### src/core/bal_defs.svh
`ifndef BAL_DEFS_SVH
`define BAL_DEFS_SVH

// Flag word bit positions
`define BAL_FL_CF 0
`define BAL_FL_PF 2
`define BAL_FL_AF 4
`define BAL_FL_ZF 6
`define BAL_FL_SF 7
`define BAL_FL_OF 11

// Opcode bytes
`define BAL_OP_DIVPREP   8'hD5
`define BAL_OP_MULADJ    8'hD4
`define BAL_OP_BCD_BASE  8'h0A
`define BAL_OP_SUBADJ    8'h3F
`define BAL_OP_ADD_HI    5'h00
`define BAL_OP_ADC_HI    5'h02
`define BAL_OP_AND_HI    5'h04
`define BAL_OP_GRP_B     8'h80
`define BAL_OP_GRP_W     8'h81
`define BAL_OP_GRP_SX    8'h83
`define BAL_OP_RAISE     8'h63
`define BAL_REG_ADD      3'h0
`define BAL_REG_ADC      3'h2
`define BAL_REG_AND      3'h4

// Cycle counts
`define BAL_CYC_DIVPREP  5'h0E
`define BAL_CYC_MULADJ   5'h10
`define BAL_CYC_SUBADJ   5'h03
`define BAL_CYC_REG      5'h02
`define BAL_CYC_IMM      5'h03
`define BAL_CYC_MEM      5'h07
`define BAL_CYC_RAISE    5'h0A
`define BAL_CYC_RAISE_M  5'h0B
`define BAL_CYC_BAD      5'h02

// Fault vectors and error code
`define BAL_VEC_BADOP    8'h06
`define BAL_VEC_STACK    8'h0C
`define BAL_VEC_GP       8'h0D
`define BAL_ERR_CODE     16'h0000
`define BAL_WRAP_OFS     16'hFFFF
`define BAL_SEG_STACK    2'h3

// Register port map and reset values
`define BAL_ADDR_CTRL    4'h0
`define BAL_ADDR_STAT    4'h1
`define BAL_CTRL_RST     16'h0000
`define BAL_TEN          8'h0A
`define BAL_NINE         4'h9
`define BAL_SIX          8'h06

`endif

### src/core/bal_pkg.sv
package bal_pkg;

    typedef enum logic [1:0] {
        BAL_ST_IDLE = 2'b01,
        BAL_ST_BUSY = 2'b10
    } bal_state_t;

    typedef enum logic [7:0] {
        BAL_CL_NONE  = 8'b0000_0001,
        BAL_CL_DIVP  = 8'b0000_0010,
        BAL_CL_MULA  = 8'b0000_0100,
        BAL_CL_SUBA  = 8'b0000_1000,
        BAL_CL_ADD   = 8'b0001_0000,
        BAL_CL_ADC   = 8'b0010_0000,
        BAL_CL_AND   = 8'b0100_0000,
        BAL_CL_RAISE = 8'b1000_0000
    } bal_class_t;

    // One instruction handed over by the sequencer
    typedef struct packed {
        logic [7:0]  opcode;
        logic [7:0]  second;
        logic [15:0] op_a;
        logic [15:0] op_b;
        logic [15:0] flags;
        logic        mem;
        logic [15:0] offset;
        logic [1:0]  seg;
        logic        illegal;
        logic        writable;
    } bal_req_t;

    // Completed instruction
    typedef struct packed {
        logic [15:0] result;
        logic [15:0] flags;
        logic        wb;
        logic        fault;
        logic [7:0]  vector;
        logic [15:0] err_code;
    } bal_rsp_t;

endpackage

### src/core/bal_unit.sv
// Local design decisions: the placing of the registers and the strobed register port.
`timescale 1ns/1ps
`default_nettype none
`include "bal_defs.svh"

// Overview of operation
// - Opcode D5 0A is divide-prepare, taking 14 cycles.
// - Divide-prepare: low byte becomes low plus ten times high; high byte cleared.
// - Divide-prepare and multiply-adjust set sign, zero, parity; other flags kept.
// - Opcode D4 0A is multiply-adjust, taking 16 cycles.
// - Multiply-adjust: quotient of low byte by ten to high, remainder to low.
// - Opcode 3F is subtract-adjust, taking 3 cycles.
// - Low nibble above 9 or aux carry: subtract 6, decrement high, set CF AF.
// - Subtract-adjust always clears the upper nibble of the low byte.
// - Subtract-adjust defines only carry and auxiliary carry.
// - Sum at 00-05, sum with carry at 10-15, groups 80/81/83 reg 0 or 2.
// - Sum with carry adds the incoming carry; plain sum ignores it.
// - Sums are written back to the first operand.
// - Byte immediate on a word operand is sign-extended first.
// - Sums update all six arithmetic flags.
// - Register forms 2 or 7, accumulator immediate 3, group 3 or 7 cycles.
// - Protected mode: sum or conjunction to a non-writable destination segment gives protection fault code 0.
// - Protected mode: illegal address in a sum or conjunction faults, stack segment gives stack fault.
// - Real mode: word operand at offset FFFF raises interrupt 13.
// - Conjunction is bitwise and, opcodes 20-25 and groups 80/81 reg 4.
// - Conjunction clears overflow and carry and sets sign, zero, parity.
// - Privilege raise copies larger low two bits and sets zero, else clears zero.
// - Privilege raise takes 10 cycles, or 11 with a memory destination.
// - Real mode: privilege raise opcode raises interrupt 6.
module bal_unit
    import bal_pkg::*;
(
    input  wire logic        clk_i,
    input  wire logic        rst_n_i,
    input  wire logic        start_i,
    input  wire bal_req_t    req_i,
    output logic             busy_o,
    output logic             done_o,
    output bal_rsp_t         rsp_o,
    input  wire logic [3:0]  addr_i,
    input  wire logic [15:0] wdata_i,
    input  wire logic        wr_i,
    input  wire logic        rd_i,
    output logic [15:0]      rdata_o
);

    bal_state_t  state_r;
    bal_class_t  cls_r;
    logic [4:0]  cnt_r;
    logic [4:0]  elap_r;
    logic        prot_r;
    logic [7:0]  last_vec_r;
    logic        last_fault_r;
    bal_rsp_t    rsp_r;
    logic [15:0] rdata_r;

    // Opcode decode
    wire  [7:0]  opc       = req_i.opcode;
    wire  [2:0]  reg_fld   = req_i.second[5:3];
    wire         alu_row   = (opc[2:0] <= 3'h5) && (opc[7:6] == 2'b00);
    wire         is_grp    = (opc == `BAL_OP_GRP_B) || (opc == `BAL_OP_GRP_W)
                             || (opc == `BAL_OP_GRP_SX);
    wire         grp_and   = (opc == `BAL_OP_GRP_B) || (opc == `BAL_OP_GRP_W);
    wire         is_word   = is_grp ? (opc != `BAL_OP_GRP_B) : opc[0];
    wire         acc_imm   = alu_row && opc[2];
    wire         dst_mem   = req_i.mem && (is_grp || !opc[1]);

    bal_class_t  cls;
    always_comb
    begin
        cls = BAL_CL_NONE;
        if (opc == `BAL_OP_DIVPREP && req_i.second == `BAL_OP_BCD_BASE)
            cls = BAL_CL_DIVP;
        else if (opc == `BAL_OP_MULADJ && req_i.second == `BAL_OP_BCD_BASE)
            cls = BAL_CL_MULA;
        else if (opc == `BAL_OP_SUBADJ)
            cls = BAL_CL_SUBA;
        else if (alu_row && opc[7:3] == `BAL_OP_ADD_HI)
            cls = BAL_CL_ADD;
        else if (alu_row && opc[7:3] == `BAL_OP_ADC_HI)
            cls = BAL_CL_ADC;
        else if (alu_row && opc[7:3] == `BAL_OP_AND_HI)
            cls = BAL_CL_AND;
        else if (is_grp && reg_fld == `BAL_REG_ADD)
            cls = BAL_CL_ADD;
        else if (is_grp && reg_fld == `BAL_REG_ADC)
            cls = BAL_CL_ADC;
        else if (grp_and && reg_fld == `BAL_REG_AND)
            cls = BAL_CL_AND;
        else if (opc == `BAL_OP_RAISE && prot_r)
            cls = BAL_CL_RAISE;
    end

    wire         arith     = (cls == BAL_CL_ADD) || (cls == BAL_CL_ADC) || (cls == BAL_CL_AND);

    // Cycle count per class and form
    wire  [4:0]  cyc_alu   = req_i.mem ? `BAL_CYC_MEM
                             : ((acc_imm || is_grp) ? `BAL_CYC_IMM : `BAL_CYC_REG);
    wire  [4:0]  cyc       = (cls == BAL_CL_DIVP)  ? `BAL_CYC_DIVPREP
                           : (cls == BAL_CL_MULA)  ? `BAL_CYC_MULADJ
                           : (cls == BAL_CL_SUBA)  ? `BAL_CYC_SUBADJ
                           : (cls == BAL_CL_RAISE) ? (req_i.mem ? `BAL_CYC_RAISE_M
                                                                : `BAL_CYC_RAISE)
                           : arith                 ? cyc_alu
                           :                         `BAL_CYC_BAD;

    // Second operand with byte immediate sign extension
    wire  [15:0] src_b     = (opc == `BAL_OP_GRP_SX) ? {{8{req_i.op_b[7]}}, req_i.op_b[7:0]}
                                                     : req_i.op_b;
    wire  [15:0] dst_a     = req_i.op_a;
    wire         cin       = (cls == BAL_CL_ADC) ? req_i.flags[`BAL_FL_CF] : 1'b0;
    wire  [16:0] sum       = {1'b0, dst_a} + {1'b0, src_b} + {16'h0000, cin};
    wire  [15:0] conj      = dst_a & src_b;
    wire  [15:0] alu_res   = (cls == BAL_CL_AND) ? conj : sum[15:0];
    wire         msb_res   = is_word ? alu_res[15] : alu_res[7];
    wire         msb_a     = is_word ? dst_a[15] : dst_a[7];
    wire         msb_b     = is_word ? src_b[15] : src_b[7];
    wire         zf_res    = is_word ? (alu_res == 16'h0000) : (alu_res[7:0] == 8'h00);
    wire         cf_sum    = is_word ? sum[16] : (dst_a[7:0] + src_b[7:0] + {7'h00, cin} > 9'h0FF);
    wire         of_sum    = (msb_a == msb_b) && (msb_res != msb_a);
    wire         af_sum    = dst_a[4] ^ src_b[4] ^ alu_res[4];

    // Decimal adjust datapaths
    wire  [7:0]  al        = dst_a[7:0];
    wire  [7:0]  ah        = dst_a[15:8];
    wire  [15:0] ah_x10    = {8'h00, ah} * {8'h00, `BAL_TEN};
    wire  [7:0]  divp_lo   = al + ah_x10[7:0];
    wire  [7:0]  mula_hi   = al / `BAL_TEN;
    wire  [7:0]  mula_lo   = al % `BAL_TEN;
    wire         suba_adj  = (al[3:0] > `BAL_NINE) || req_i.flags[`BAL_FL_AF];
    wire  [7:0]  suba_lo   = suba_adj ? (al - `BAL_SIX) : al;
    wire  [7:0]  suba_hi   = suba_adj ? (ah - 8'h01) : ah;

    // Privilege field raise
    wire         rpl_low   = dst_a[1:0] < src_b[1:0];
    wire  [15:0] raise_res = rpl_low ? {dst_a[15:2], src_b[1:0]} : dst_a;

    // Result and flags per class
    logic [15:0] res;
    logic [15:0] flg;
    always_comb
    begin
        res = dst_a;
        flg = req_i.flags;
        case (cls)
            BAL_CL_DIVP:
            begin
                res = {8'h00, divp_lo};
            end
            BAL_CL_MULA:
            begin
                res = {mula_hi, mula_lo};
            end
            BAL_CL_SUBA:
            begin
                res                = {suba_hi, 4'h0, suba_lo[3:0]};
                flg[`BAL_FL_CF]    = suba_adj;
                flg[`BAL_FL_AF]    = suba_adj;
            end
            BAL_CL_ADD, BAL_CL_ADC, BAL_CL_AND:
            begin
                res = is_word ? alu_res : {dst_a[15:8], alu_res[7:0]};
                flg[`BAL_FL_SF] = msb_res;
                flg[`BAL_FL_ZF] = zf_res;
                flg[`BAL_FL_PF] = ~^alu_res[7:0];
                if (cls == BAL_CL_AND)
                begin
                    flg[`BAL_FL_OF] = 1'b0;
                    flg[`BAL_FL_CF] = 1'b0;
                end
                else
                begin
                    flg[`BAL_FL_OF] = of_sum;
                    flg[`BAL_FL_CF] = cf_sum;
                    flg[`BAL_FL_AF] = af_sum;
                end
            end
            BAL_CL_RAISE:
            begin
                res             = raise_res;
                flg[`BAL_FL_ZF] = rpl_low;
            end
            default:
            begin
                res = dst_a;
            end
        endcase
        if (cls == BAL_CL_DIVP || cls == BAL_CL_MULA)
        begin
            flg[`BAL_FL_SF] = res[7];
            flg[`BAL_FL_ZF] = (res[7:0] == 8'h00);
            flg[`BAL_FL_PF] = ~^res[7:0];
        end
    end

    // Fault selection
    wire         f_stack   = prot_r && arith && req_i.mem && req_i.illegal
                             && (req_i.seg == `BAL_SEG_STACK);
    wire         f_gp_adr  = prot_r && arith && req_i.mem && req_i.illegal
                             && (req_i.seg != `BAL_SEG_STACK);
    wire         f_gp_wr   = prot_r && arith && dst_mem && !req_i.writable;
    wire         f_wrap    = !prot_r && arith && is_word && req_i.mem
                             && (req_i.offset == `BAL_WRAP_OFS);
    wire         f_bad     = (cls == BAL_CL_NONE);
    wire         fault     = f_stack || f_gp_adr || f_gp_wr || f_wrap || f_bad;
    wire  [7:0]  vec       = f_bad   ? `BAL_VEC_BADOP
                           : f_stack ? `BAL_VEC_STACK
                           :           `BAL_VEC_GP;
    wire         accept    = start_i && (state_r == BAL_ST_IDLE);
    wire         finish    = (state_r == BAL_ST_BUSY) && (cnt_r == 5'h01);

    // Sequencer: hold the instruction for its cycle count
    always_ff @(posedge clk_i or negedge rst_n_i)
    begin
        if (!rst_n_i)
        begin
            state_r <= BAL_ST_IDLE;
            cls_r   <= BAL_CL_NONE;
            cnt_r   <= 5'h00;
            elap_r  <= 5'h00;
            rsp_r   <= '0;
            done_o  <= 1'b0;
            busy_o  <= 1'b0;
        end
        else
        begin
            done_o <= finish;
            case (state_r)
                BAL_ST_IDLE:
                begin
                    if (accept)
                    begin
                        state_r        <= BAL_ST_BUSY;
                        busy_o         <= 1'b1;
                        cls_r          <= cls;
                        cnt_r          <= cyc;
                        elap_r         <= 5'h01;
                        rsp_r.result   <= res;
                        rsp_r.flags    <= fault ? req_i.flags : flg;
                        rsp_r.wb       <= !fault;
                        rsp_r.fault    <= fault;
                        rsp_r.vector   <= fault ? vec : 8'h00;
                        rsp_r.err_code <= `BAL_ERR_CODE;
                    end
                end
                BAL_ST_BUSY:
                begin
                    if (finish)
                    begin
                        state_r <= BAL_ST_IDLE;
                        busy_o  <= 1'b0;
                    end
                    else
                    begin
                        cnt_r  <= cnt_r - 5'h01;
                        elap_r <= elap_r + 5'h01;
                    end
                end
                default:
                begin
                    state_r <= BAL_ST_IDLE;
                end
            endcase
        end
    end

    assign rsp_o = rsp_r;

    // Register port: mode control and last outcome status
    wire         sel_ctrl  = (addr_i == `BAL_ADDR_CTRL);
    wire         sel_stat  = (addr_i == `BAL_ADDR_STAT);
    wire  [15:0] rd_mux    = sel_ctrl ? {15'h0000, prot_r}
                           : sel_stat ? {last_vec_r, 6'h00, last_fault_r, busy_o}
                           :            16'h0000;

    always_ff @(posedge clk_i or negedge rst_n_i)
    begin
        if (!rst_n_i)
        begin
            prot_r       <= 1'(`BAL_CTRL_RST);                    // Real mode out of reset
            last_vec_r   <= 8'h00;
            last_fault_r <= 1'b0;
            rdata_r      <= 16'h0000;
        end
        else
        begin
            if (wr_i && sel_ctrl)
                prot_r <= wdata_i[0];
            if (finish)
            begin
                last_vec_r   <= rsp_r.vector;
                last_fault_r <= rsp_r.fault;
            end
            rdata_r <= rd_i ? rd_mux : 16'h0000;
        end
    end

    assign rdata_o = rdata_r;

    // Checks on timing and results
    chk_divp_time: assert property (@(posedge clk_i) disable iff (!rst_n_i)
        done_o && cls_r == BAL_CL_DIVP |-> elap_r == 5'd14)
        else $error("divide-prepare cycle count wrong");
    chk_mula_time: assert property (@(posedge clk_i) disable iff (!rst_n_i)
        done_o && cls_r == BAL_CL_MULA |-> elap_r == 5'd16)
        else $error("multiply-adjust cycle count wrong");
    chk_suba_time: assert property (@(posedge clk_i) disable iff (!rst_n_i)
        accept && cls == BAL_CL_SUBA |=> !done_o [*3] ##1 done_o)
        else $error("subtract-adjust cycle count wrong");
    chk_raise_time: assert property (@(posedge clk_i) disable iff (!rst_n_i)
        accept && cls == BAL_CL_RAISE && req_i.mem |=> !done_o [*8] ##1 !done_o [*3] ##1 done_o)
        else $error("privilege raise cycle count wrong");
    chk_reg_time: assert property (@(posedge clk_i) disable iff (!rst_n_i)
        accept && arith && !req_i.mem && !acc_imm && !is_grp |=> !done_o [*2] ##1 done_o)
        else $error("register form cycle count wrong");
    chk_mem_time: assert property (@(posedge clk_i) disable iff (!rst_n_i)
        accept && arith && req_i.mem |=> !done_o [*7] ##1 done_o)
        else $error("memory form cycle count wrong");
    chk_divp_high: assert property (@(posedge clk_i) disable iff (!rst_n_i)
        done_o && cls_r == BAL_CL_DIVP |-> rsp_o.result[15:8] == 8'h00)
        else $error("divide-prepare high byte not cleared");
    chk_suba_nibble: assert property (@(posedge clk_i) disable iff (!rst_n_i)
        done_o && cls_r == BAL_CL_SUBA |-> rsp_o.result[7:4] == 4'h0)
        else $error("subtract-adjust upper nibble not zero");
    chk_conj_flags: assert property (@(posedge clk_i) disable iff (!rst_n_i)
        done_o && cls_r == BAL_CL_AND && !rsp_o.fault
        |-> !rsp_o.flags[`BAL_FL_OF] && !rsp_o.flags[`BAL_FL_CF])
        else $error("conjunction overflow or carry set");
    chk_parity_low: assert property (@(posedge clk_i) disable iff (!rst_n_i)
        done_o && !rsp_o.fault && (cls_r == BAL_CL_ADD || cls_r == BAL_CL_AND)
        |-> rsp_o.flags[`BAL_FL_PF] == ~^rsp_o.result[7:0])
        else $error("parity flag mismatch");
    chk_real_wrap: assert property (@(posedge clk_i) disable iff (!rst_n_i)
        accept && f_wrap |=> rsp_o.fault && rsp_o.vector == `BAL_VEC_GP)
        else $error("real mode wrap did not fault");
    chk_stack_fault: assert property (@(posedge clk_i) disable iff (!rst_n_i)
        accept && f_stack |=> rsp_o.fault && rsp_o.vector == `BAL_VEC_STACK && !rsp_o.wb)
        else $error("stack segment fault not reported");
    chk_raise_real: assert property (@(posedge clk_i) disable iff (!rst_n_i)
        accept && !prot_r && opc == `BAL_OP_RAISE |=> rsp_o.fault && rsp_o.vector == `BAL_VEC_BADOP)
        else $error("privilege raise accepted in real mode");

endmodule

`default_nettype wire

### config.mk
export PLATFORM = sky130hd
export DESIGN_NAME = bal_unit
export DESIGN_NICKNAME = d
export VERILOG_FILES = /design/src/core/bal_pkg.sv /design/src/core/bal_unit.sv
export VERILOG_INCLUDE_DIRS = /design/src /design/src/core
export SDC_FILE = /design/constraint.sdc
export NUM_CORES = 1
export LEC_CHECK = 0
export BUFFER_PORTS_ARGS = -buffer_cell sky130_fd_sc_hd__buf_2
export CAP_MARGIN = 15
export CELL_PAD_IN_SITES_DETAIL_PLACEMENT = 0
export CELL_PAD_IN_SITES_GLOBAL_PLACEMENT = 1
export CORE_AREA = 2 2 137 139
export CTS_BUF_LIST = sky130_fd_sc_hd__clkbuf_8 sky130_fd_sc_hd__clkbuf_16
export CTS_CLUSTER_DIAMETER = 40
export DETAILED_ROUTE_END_ITERATION = 16
export DIE_AREA = 0 0 139 141
export GPL_TIMING_DRIVEN = 0
export PLACE_DENSITY = 0.84
export SLEW_MARGIN = 20
export SYNTH_ARGS = -nofsm -noshare
export SYNTH_HDL_FRONTEND = slang
export SYNTH_SLANG_ARGS = --single-unit
### constraint.sdc
create_clock -name clk_i -period 2.4 [get_ports clk_i]
set_input_delay 0.12 -clock clk_i [delete_from_list [all_inputs] [get_ports clk_i]]
set_output_delay 0.12 -clock clk_i [all_outputs]
set_load 0.01 [all_outputs]
==> results of run 1 <==
==> state kept, by name, indices dropped and copies added, names as in the netlist <==
| register | cells |
|---|---|
| done_o | 1 |
| busy_o | 1 |
| rsp_o | 37 |
| last_vec_r | 4 |
| cnt_r | 5 |
| prot_r | 1 |
| state_r | 2 |
| rdata_o | 5 |
==> worst min path at each step <==
stage | end | start | depth (start not counted)
global placement | rsp_o[29]$_DFFE_PN0P_ | req_i[24] | 3
global route | rsp_o[41]$_DFFE_PN0P_ | req_i[36] | 3
CTS | rsp_o[29]$_DFFE_PN0P_ | req_i[24] | 3
detailed placement | rsp_o[47]$_DFFE_PN0P_ | rst_n_i | 1
finish | rsp_o[29]$_DFFE_PN0P_ | req_i[24] | 3
floorplan | busy_o$_DFFE_PN0P_ | rst_n_i | 0
==> cells by family (layout without fill, tap and decap cells) <==
kind of cell,Yosys count,after routing
DFF,56,56
AOI/OAI and AO/OA,222,222
and+or+nand+nor,312,312
xor gates and xnor gates,28,28
buffers and inverters,92,275
other,1,31
muxes,10,10
adders and majority gates,50,50
==> where the power goes <==
group	internal (mW)	switching, mW
logic	1.17	1.54
registers	1.30	0.237
clock network	0.392	0.355
total	2.86	2.13
==> per-layer routing <==
| layer | vias to the layer above | GRT usage [%] | part of all wire (%) |
|---|---|---|---|
| met4 | 0 | 5.00 | 2.1 |
| met1 | 3083 | 29.3 | 46 |
| met2 | 280 | 32.9 | 46 |
| met5 | - | 0 | 0 |
| met3 | 28 | 2.31 | 6.4 |
| li1 | 3184 | - | - |
==> what timing repair did <==
| item | CTS | global route |
|---|---|---|
| hold buffers | 1 | 0 |
| buffers inserted | 34 | 12 |
| gates cloned | 0 | 0 |
| resized for setup | 75 | 70 |
| setup endpoints to repair | 22 | 22 |
| pin swaps | 40 | 41 |
| endpoints found under the hold margin | 55 | 0 |
==> placed cells by master, fill, tap and decap left out, types with 9 or more instances in the layout <==
cell type,count
dfrtp_1,55
and2_1,13
inv_1,25
o21ai_0,40
a21oi_2,10
o21ai_2,11
buf_4,68
nor4_1,9
clkbuf_1,15
nor3_1,14
ha_1,40
buf_6,10
nand2_1,108
buf_2,137
nand4_1,10
a21o_1,11
xnor2_1,14
conb_1,30
nor2_1,59
a21oi_1,31
nand3_1,12
==> worst register-to-register path, cell delays in order (launching register included) <==
cell	delay, ps
dfrtp_1	530
and3_1	200
clkbuf_1	260
nor3_1	170
a211oi_1	240
o21a_2	210
nand3_1	100
o21ai_2	210
ha_4	220
xnor2_2	130
xnor2_1	130
nor2_1	100
a21oi_1	60
mux2i_1	190
o21ai_1	70
==> cell type report <==
class | instances | area [um2] | area share [%]
well taps | 234 | 293 | 3.52
inverters | 27 | 104 | 1.25
multi-input cells | 652 | 4880 | 58.6
diodes | 1 | 2.50 | 0.0301
clock buffers | 5 | 125 | 1.50
clock inverters | 3 | 22.5 | 0.271
plain buffers | 64 | 435 | 5.23
flip-flops and latches | 56 | 1400 | 16.9
repair buffers | 176 | 1060 | 12.7
==> through the flow <==
stage	utilization (%)	setup TNS, ps	cell area (um2)	power (mW)	setup slack, ps
6_report	45.6	-10450	8320	5.00	-1320
2_1_floorplan	-	-7000	6270	3.05	-1160
4_1_cts	43.7	-11210	7990	4.83	-1270
3_3_place_gp	39.7	-22810	7260	3.87	-2130
5_1_grt	45.5	-12700	8320	5.37	-1480
3_5_place_dp	39.8	-23200	7260	3.91	-2160
==> out/qor.yml, run 1 <==
status:
  outcome: "complete, but fails checks"
  violations: "setup timing"
worst_setup_path:
  critPathMaxFanout: 6
  slowest_delay_ps: 340
  cp-endpoint: "rsp_o[28]$_DFFE_PN0P_"
  regToRegSetupSlack_ps: -540
  critical_path_required_ps: 2570
  critPathMostFrequentCell: "fa_2"
  cp-end-kind: "flip-flop"
  cp.arrival_ps: 3890
  cp-startpoint: "req_i[79]"
  worstReg2RegStart: "prot_r$_DFFE_PN0P_"
  critPathLaunchType: "primary input"
  crit_buf_inv: 3
  critPathTopFamily: "compound AO/OA/AOI/OAI gates"
  crit_cells: 24
  reg2reg_depth: 14
  cpMaxStageDelayCell: "fa_2"
  criticalPathCategory: "primary input to flip-flop"
  crit_chain: "buf_12 > nor3_4 > nand2_4 > clkbuf_16 > nor2_4 > nand2_2 > a21boi_4 > fa_2 > inv_2 > fa_2 > nand2b_4 > a21oi_4 > o21a_1 > o21ai_2 > a31oi_4 > o22ai_2 > a221oi_4 > ha_4 > xnor2_2 > xnor2_1 > nor2_1 > a21oi_1 > mux2i_1 > o21ai_1"
  timing.rr.end: "rsp_o[28]$_DFFE_PN0P_"
clock_network:
  clkLatencyLatePin_ps: 290
  numCtsBuffers: 5
  clk_pin_slew_ps: 70
  cts_sinks: 56
  htree_levels: 2
  cts_buffer_depth: 2
  cts_root_buf: "clkbuf_16"
  cts_tree: "built"
route:
  avgRoutedWirePerCell_um: 17.2
  via_per_inst: 5.40
  vias: 6575
  routed_wl_um: 20900
  drt_first_pass_iters: 5
  ant_nets: 0
  drc_errors: 0
  dr.first_iter.drc_count: 508
synthesis:
  synth_common_cells: "nand2_1, nor2_1, o21ai_0"
  yosysSeqAreaShare_pct: 23.1
  synth_edf_count: 0
  synth_seq_cells: 56
  yosys.area_share.xor_xnor_pct: 4.04
  postSynthAreaPerCell_um2: 7.88
  ys.flop_type: "dfrtp_1"
  synth_area_mm2: 0.00608
  yosysWarnings: 0
  synth_area_leaders: "dfrtp_1, ha_1, nand2_1"
  synthMostInstantiatedCell: "nand2_1"
  synth_compound_area_share_pct: 26.1
  synth.area.mux_share_pct: 1.67
  yosys.area_share.adder_pct: 10.8
  synth_top_family_by_area: "compound AO/OA/AOI/OAI gates"
  async_flop_share_pct: 100
  yosys.cell_types.count: 89
  synthSimpleGateAreaFrac_pct: 25.8
  synth_top_area_share_pct: 22.7
  synthCells: 771
  yosysTopAreaCell: "dfrtp_1"
floorplan:
  die_h_um: 141
  dieArea_mm2: 0.0196
  start_util_pct: 33.3
  top_level_ports: 186
  design.core.area_mm2: 0.0183
  rows: 50
  die_w_um: 139
cells_and_area:
  syn_to_final_growth_pct: 37.0
  stdcell_count: 1218
  drive_above_1_share_pct: 35.4
  fillers: 1795
  num-nets-final: 1142
flow_run:
  drv_cap: 0
pwr:
  ir_worst_vdd_v: 0.000457
  power.density_mw_per_mm2: 601
  leakagePower_nw: 3.80
sta:
  period_minus_slack_ps: 3720
  max_freq_ghz: 0.269
  hold_violations: 0
  hold_ws_ps: 15.7
  slew_viol_final: 0
  tightestPinTransition_ps: 941
  relSlewSlack_pct: 37.1
  skew_ps: 4.24
  fin_ws_ps: -1320
  setup_violations: 18
  finalCritPeriodShare_pct: 155
  rsz0062_at_grt: "true"
global_routing:
  grt_pass1_vias: 5972
  grt_pass1_wl_um: 32500
  track_usage_pct: 20.4
  grt_overflow_total: 0
  antenna_found_initial: 0
  grt_max_degree: 57
worst_hold_path:
  hold_class: "primary input to flip-flop"
placed_design:
  place_inst: 1173
  gp_congestion: 0.935
  io_buffers: 139
  hpwlAfterDp_um: 15800
Note: power is estimated with default switching activity, not from simulation.
==> run 2, diff against run 1 <==
--- a/config.mk
+++ b/config.mk
@@ -10,11 +10,11 @@
 export CAP_MARGIN = 15
 export CELL_PAD_IN_SITES_DETAIL_PLACEMENT = 0
 export CELL_PAD_IN_SITES_GLOBAL_PLACEMENT = 1
-export CORE_AREA = 2 2 137 139
+export CORE_AREA = 2 2 158 121
 export CTS_BUF_LIST = sky130_fd_sc_hd__clkbuf_8 sky130_fd_sc_hd__clkbuf_16
 export CTS_CLUSTER_DIAMETER = 40
 export DETAILED_ROUTE_END_ITERATION = 16
-export DIE_AREA = 0 0 139 141
+export DIE_AREA = 0 0 160 123
 export GPL_TIMING_DRIVEN = 0
 export PLACE_DENSITY = 0.84
 export SLEW_MARGIN = 20
==> run 2 against run 1 <==
The flow still finishes with violations (setup timing). Register-to-register slack worse by 80 ps. Sequential share of layout area decreased by 0.073 points. Utilization is 0.41 points higher. Count of clock-buffer cells in the layout did not move. Power rose by 0.71%. Cell count rose by 1.1%. Wire length increased by 2.5%.
==> out/qor.yml, run 2 (same netlist as run 1, synthesis figures left out) <==
floorplan:
  design.core.area_mm2: 0.0182  # -0.45%
  rows: 43  # -14%
  start_util_pct: 33.4  # +0.15 points
  die_w_um: 160  # +15%
  die_h_um: 123  # -13%
  dieArea_mm2: 0.0197  # +0.41%
  top_level_ports: 186  # unchanged
cells_and_area:
  drive_above_1_share_pct: 35.7  # +0.31 points
  utilization_pct: 46.0  # +0.41 points
  final_common_cell: "buf_2"
  fillers: 1809  # +0.78%
  regArea_mm2: 0.00140  # unchanged
  syn_to_final_growth_pct: 37.6
  num-nets-final: 1142  # unchanged
  multi_input_area_mm2: 0.00487  # -0.18%
  mostFrequentLayoutCells: "buf_2, nand2_1, buf_4, nor2_1, dfrtp_1"
  largest_reg_flops: 37  # unchanged
route:
  drc_errors: 0  # unchanged
  ant_nets: 0  # unchanged
  drt_first_pass_iters: 5  # unchanged
  via_per_inst: 5.38  # -0.36%
  vias: 6621  # +0.70%
  routed_wl_um: 21500  # +2.5%
  dr.first_iter.drc_count: 545  # +7.3%
  avgRoutedWirePerCell_um: 17.4  # +1.4%
worst_setup_path:
  cp-end-kind: "flip-flop"
  critical_path_required_ps: 2610  # +40 ps
  criticalPathCategory: "primary input to flip-flop"
  reg2reg_depth: 14  # unchanged
  cp.arrival_ps: 3920  # +30 ps
  critPathLaunchType: "primary input"
  critPathMaxFanout: 8  # +2
  regToRegSetupSlack_ps: -620  # -80 ps
clock_network:
  clk_pin_slew_ps: 80  # about the same
  clkLatencyLatePin_ps: 300  # about the same
  cts_tree: "built"
  cts_sinks: 56  # unchanged
  numCtsBuffers: 5  # unchanged
  cts_buffer_depth: 2  # unchanged
  htree_levels: 2  # unchanged
  cts_root_buf: "clkbuf_16"
sta:
  finalCritPeriodShare_pct: 154  # -0.77 points
  skew_ps: 5.03  # +0.794 ps
  setup_violations: 18  # unchanged
  slew_viol_final: 0  # unchanged
  hold_ws_ps: 3.36  # -12.3 ps
  relSlewSlack_pct: 34.6  # -2.5 points
  rsz0062_at_grt: "true"
  period_minus_slack_ps: 3700  # -18.5 ps
  fin_ws_ps: -1300  # +18.5 ps
  max_freq_ghz: 0.270  # +0.50%
  tightestPinTransition_ps: 979  # +38.2 ps
  hold_violations: 0  # unchanged
global_routing:
  antenna_found_initial: 1  # +1
  grt_max_degree: 57  # unchanged
  grt-busiest-layer: "met2"
  grtUsageMet3_pct: 3.39  # +1.1 points
  use_met2_pct: 32.3  # -0.62 points
  grt_pass1_vias: 5950  # -0.37%
  track_usage_pct: 21.1  # +0.69 points
  grt_overflow_total: 0  # unchanged
  grt_pass1_wl_um: 32900  # +1.2%
  grt_use_met1_pct: 31.8  # +2.6 points
pwr:
  ir_worst_vdd_v: 0.000331  # -28%
  power.density_mw_per_mm2: 602  # +0.27%
  leakagePower_nw: 3.80  # -0.11%
status:
  outcome: "complete, but fails checks"
  violations: "setup timing"
flow_run:
  drv_cap: 0  # unchanged
placed_design:
  io_buffers: 139  # unchanged
  place_ws_ps: -2110  # +43.9 ps
  gp_congestion: 0.927  # -0.89%
  hpwlAfterDp_um: 16500  # +4.2%
worst_hold_path:
  hold_path_depth: 3  # unchanged
  hold_class: "primary input to flip-flop"
==> run 2: cell types whose count changed in the layout (fill, tap and decap cells not counted), moves of 3 or more <==
cell / delta
o21ai_0: -3
buf_6: +6
buf_4: -3
o21ai_1: +5
==> run 2: layer usage <==
layer,part of all wire [%],vias to the layer above
met5,0,-
met4,0.80,0
met3,7.3,18
met2,43,279
met1,49,3138
li1,-,3186
==> run 2: worst max-delay path, stage by stage <==
cell and delay [ps]:
buf_12 110, nor3_4 240, nand2_4 100, buf_8 140, nor2_2 60, nand2_1 60, a21boi_2 220, fa_2 260
inv_2 40, fa_2 340, nand2b_4 170, a21oi_4 170, o21a_1 160, o21ai_2 80, a31oi_4 260, o22ai_2 120
a221oi_4 290, ha_4 170, nand4_1 120, o22a_1 220, o21ai_2 70, nor3_2 70, o22a_1 250, o31ai_2 60
==> run 2: repair_timing <==
action	4_1_cts	5_1_grt
gates resized for setup	78	75
pin swaps	43	47
endpoints found under the hold margin	55	0
hold buffers	1	0
setup buffers	23	13
gates cloned	0	0
endpoints found under the setup margin	22	22
==> run 2: area by class of cell <==
| cell class | count | area share (%) |
|---|---|---|
| timing repair buffer | 176 | 13.1 |
| multi-input combinational | 652 | 58.2 |
| clock inverter | 3 | 0.314 |
| clock buffer | 5 | 1.50 |
| buffer | 64 | 5.13 |
| sequential | 56 | 16.8 |
| tap | 247 | 3.70 |
| antenna | 1 | 0.0299 |
| inverter | 27 | 1.24 |
==> run 2: through the flow <==
| stage | setup TNS, ps | instance area (um2) | cells | total power [mW] |
|---|---|---|---|---|
| 2_1_floorplan | -7000 | 6270 | 800 | 3.05 |
| 3_3_place_gp | -22420 | 7280 | 1186 | 3.89 |
| 3_5_place_dp | -23140 | 7280 | 1186 | 3.93 |
| 4_1_cts | -11140 | 7940 | 1218 | 4.87 |
| 5_1_grt | -14290 | 8360 | 1230 | 5.38 |
| 6_report | -11940 | 8360 | 1231 | 5.03 |
==> run 2: worst paths after layout <==
path,start,end
worst max-delay path,req_i[83],rsp_o[32]$_DFFE_PN0P_
worst min-delay path,req_i[34],rsp_o[39]$_DFFE_PN0P_
worst max register to register,prot_r$_DFFE_PN0P_,rsp_o[32]$_DFFE_PN0P_
worst min register to register,last_vec_r[2]$_DFFE_PN0P_,last_vec_r[2]$_DFFE_PN0P_
max in group asynchronous,rst_n_i,rsp_o[55]$_DFFE_PN0P_
min in group asynchronous,rst_n_i,rsp_o[47]$_DFFE_PN0P_
==> run 2: report_power, final <==
part,switching [mW],internal (mW),leakage [nW],total (mW)
Clock,0.371,0.395,0.0680,0.766
Sequential,0.259,1.30,0.692,1.56
Combinational,1.53,1.17,3.04,2.71
Total,2.16,2.87,3.80,5.03
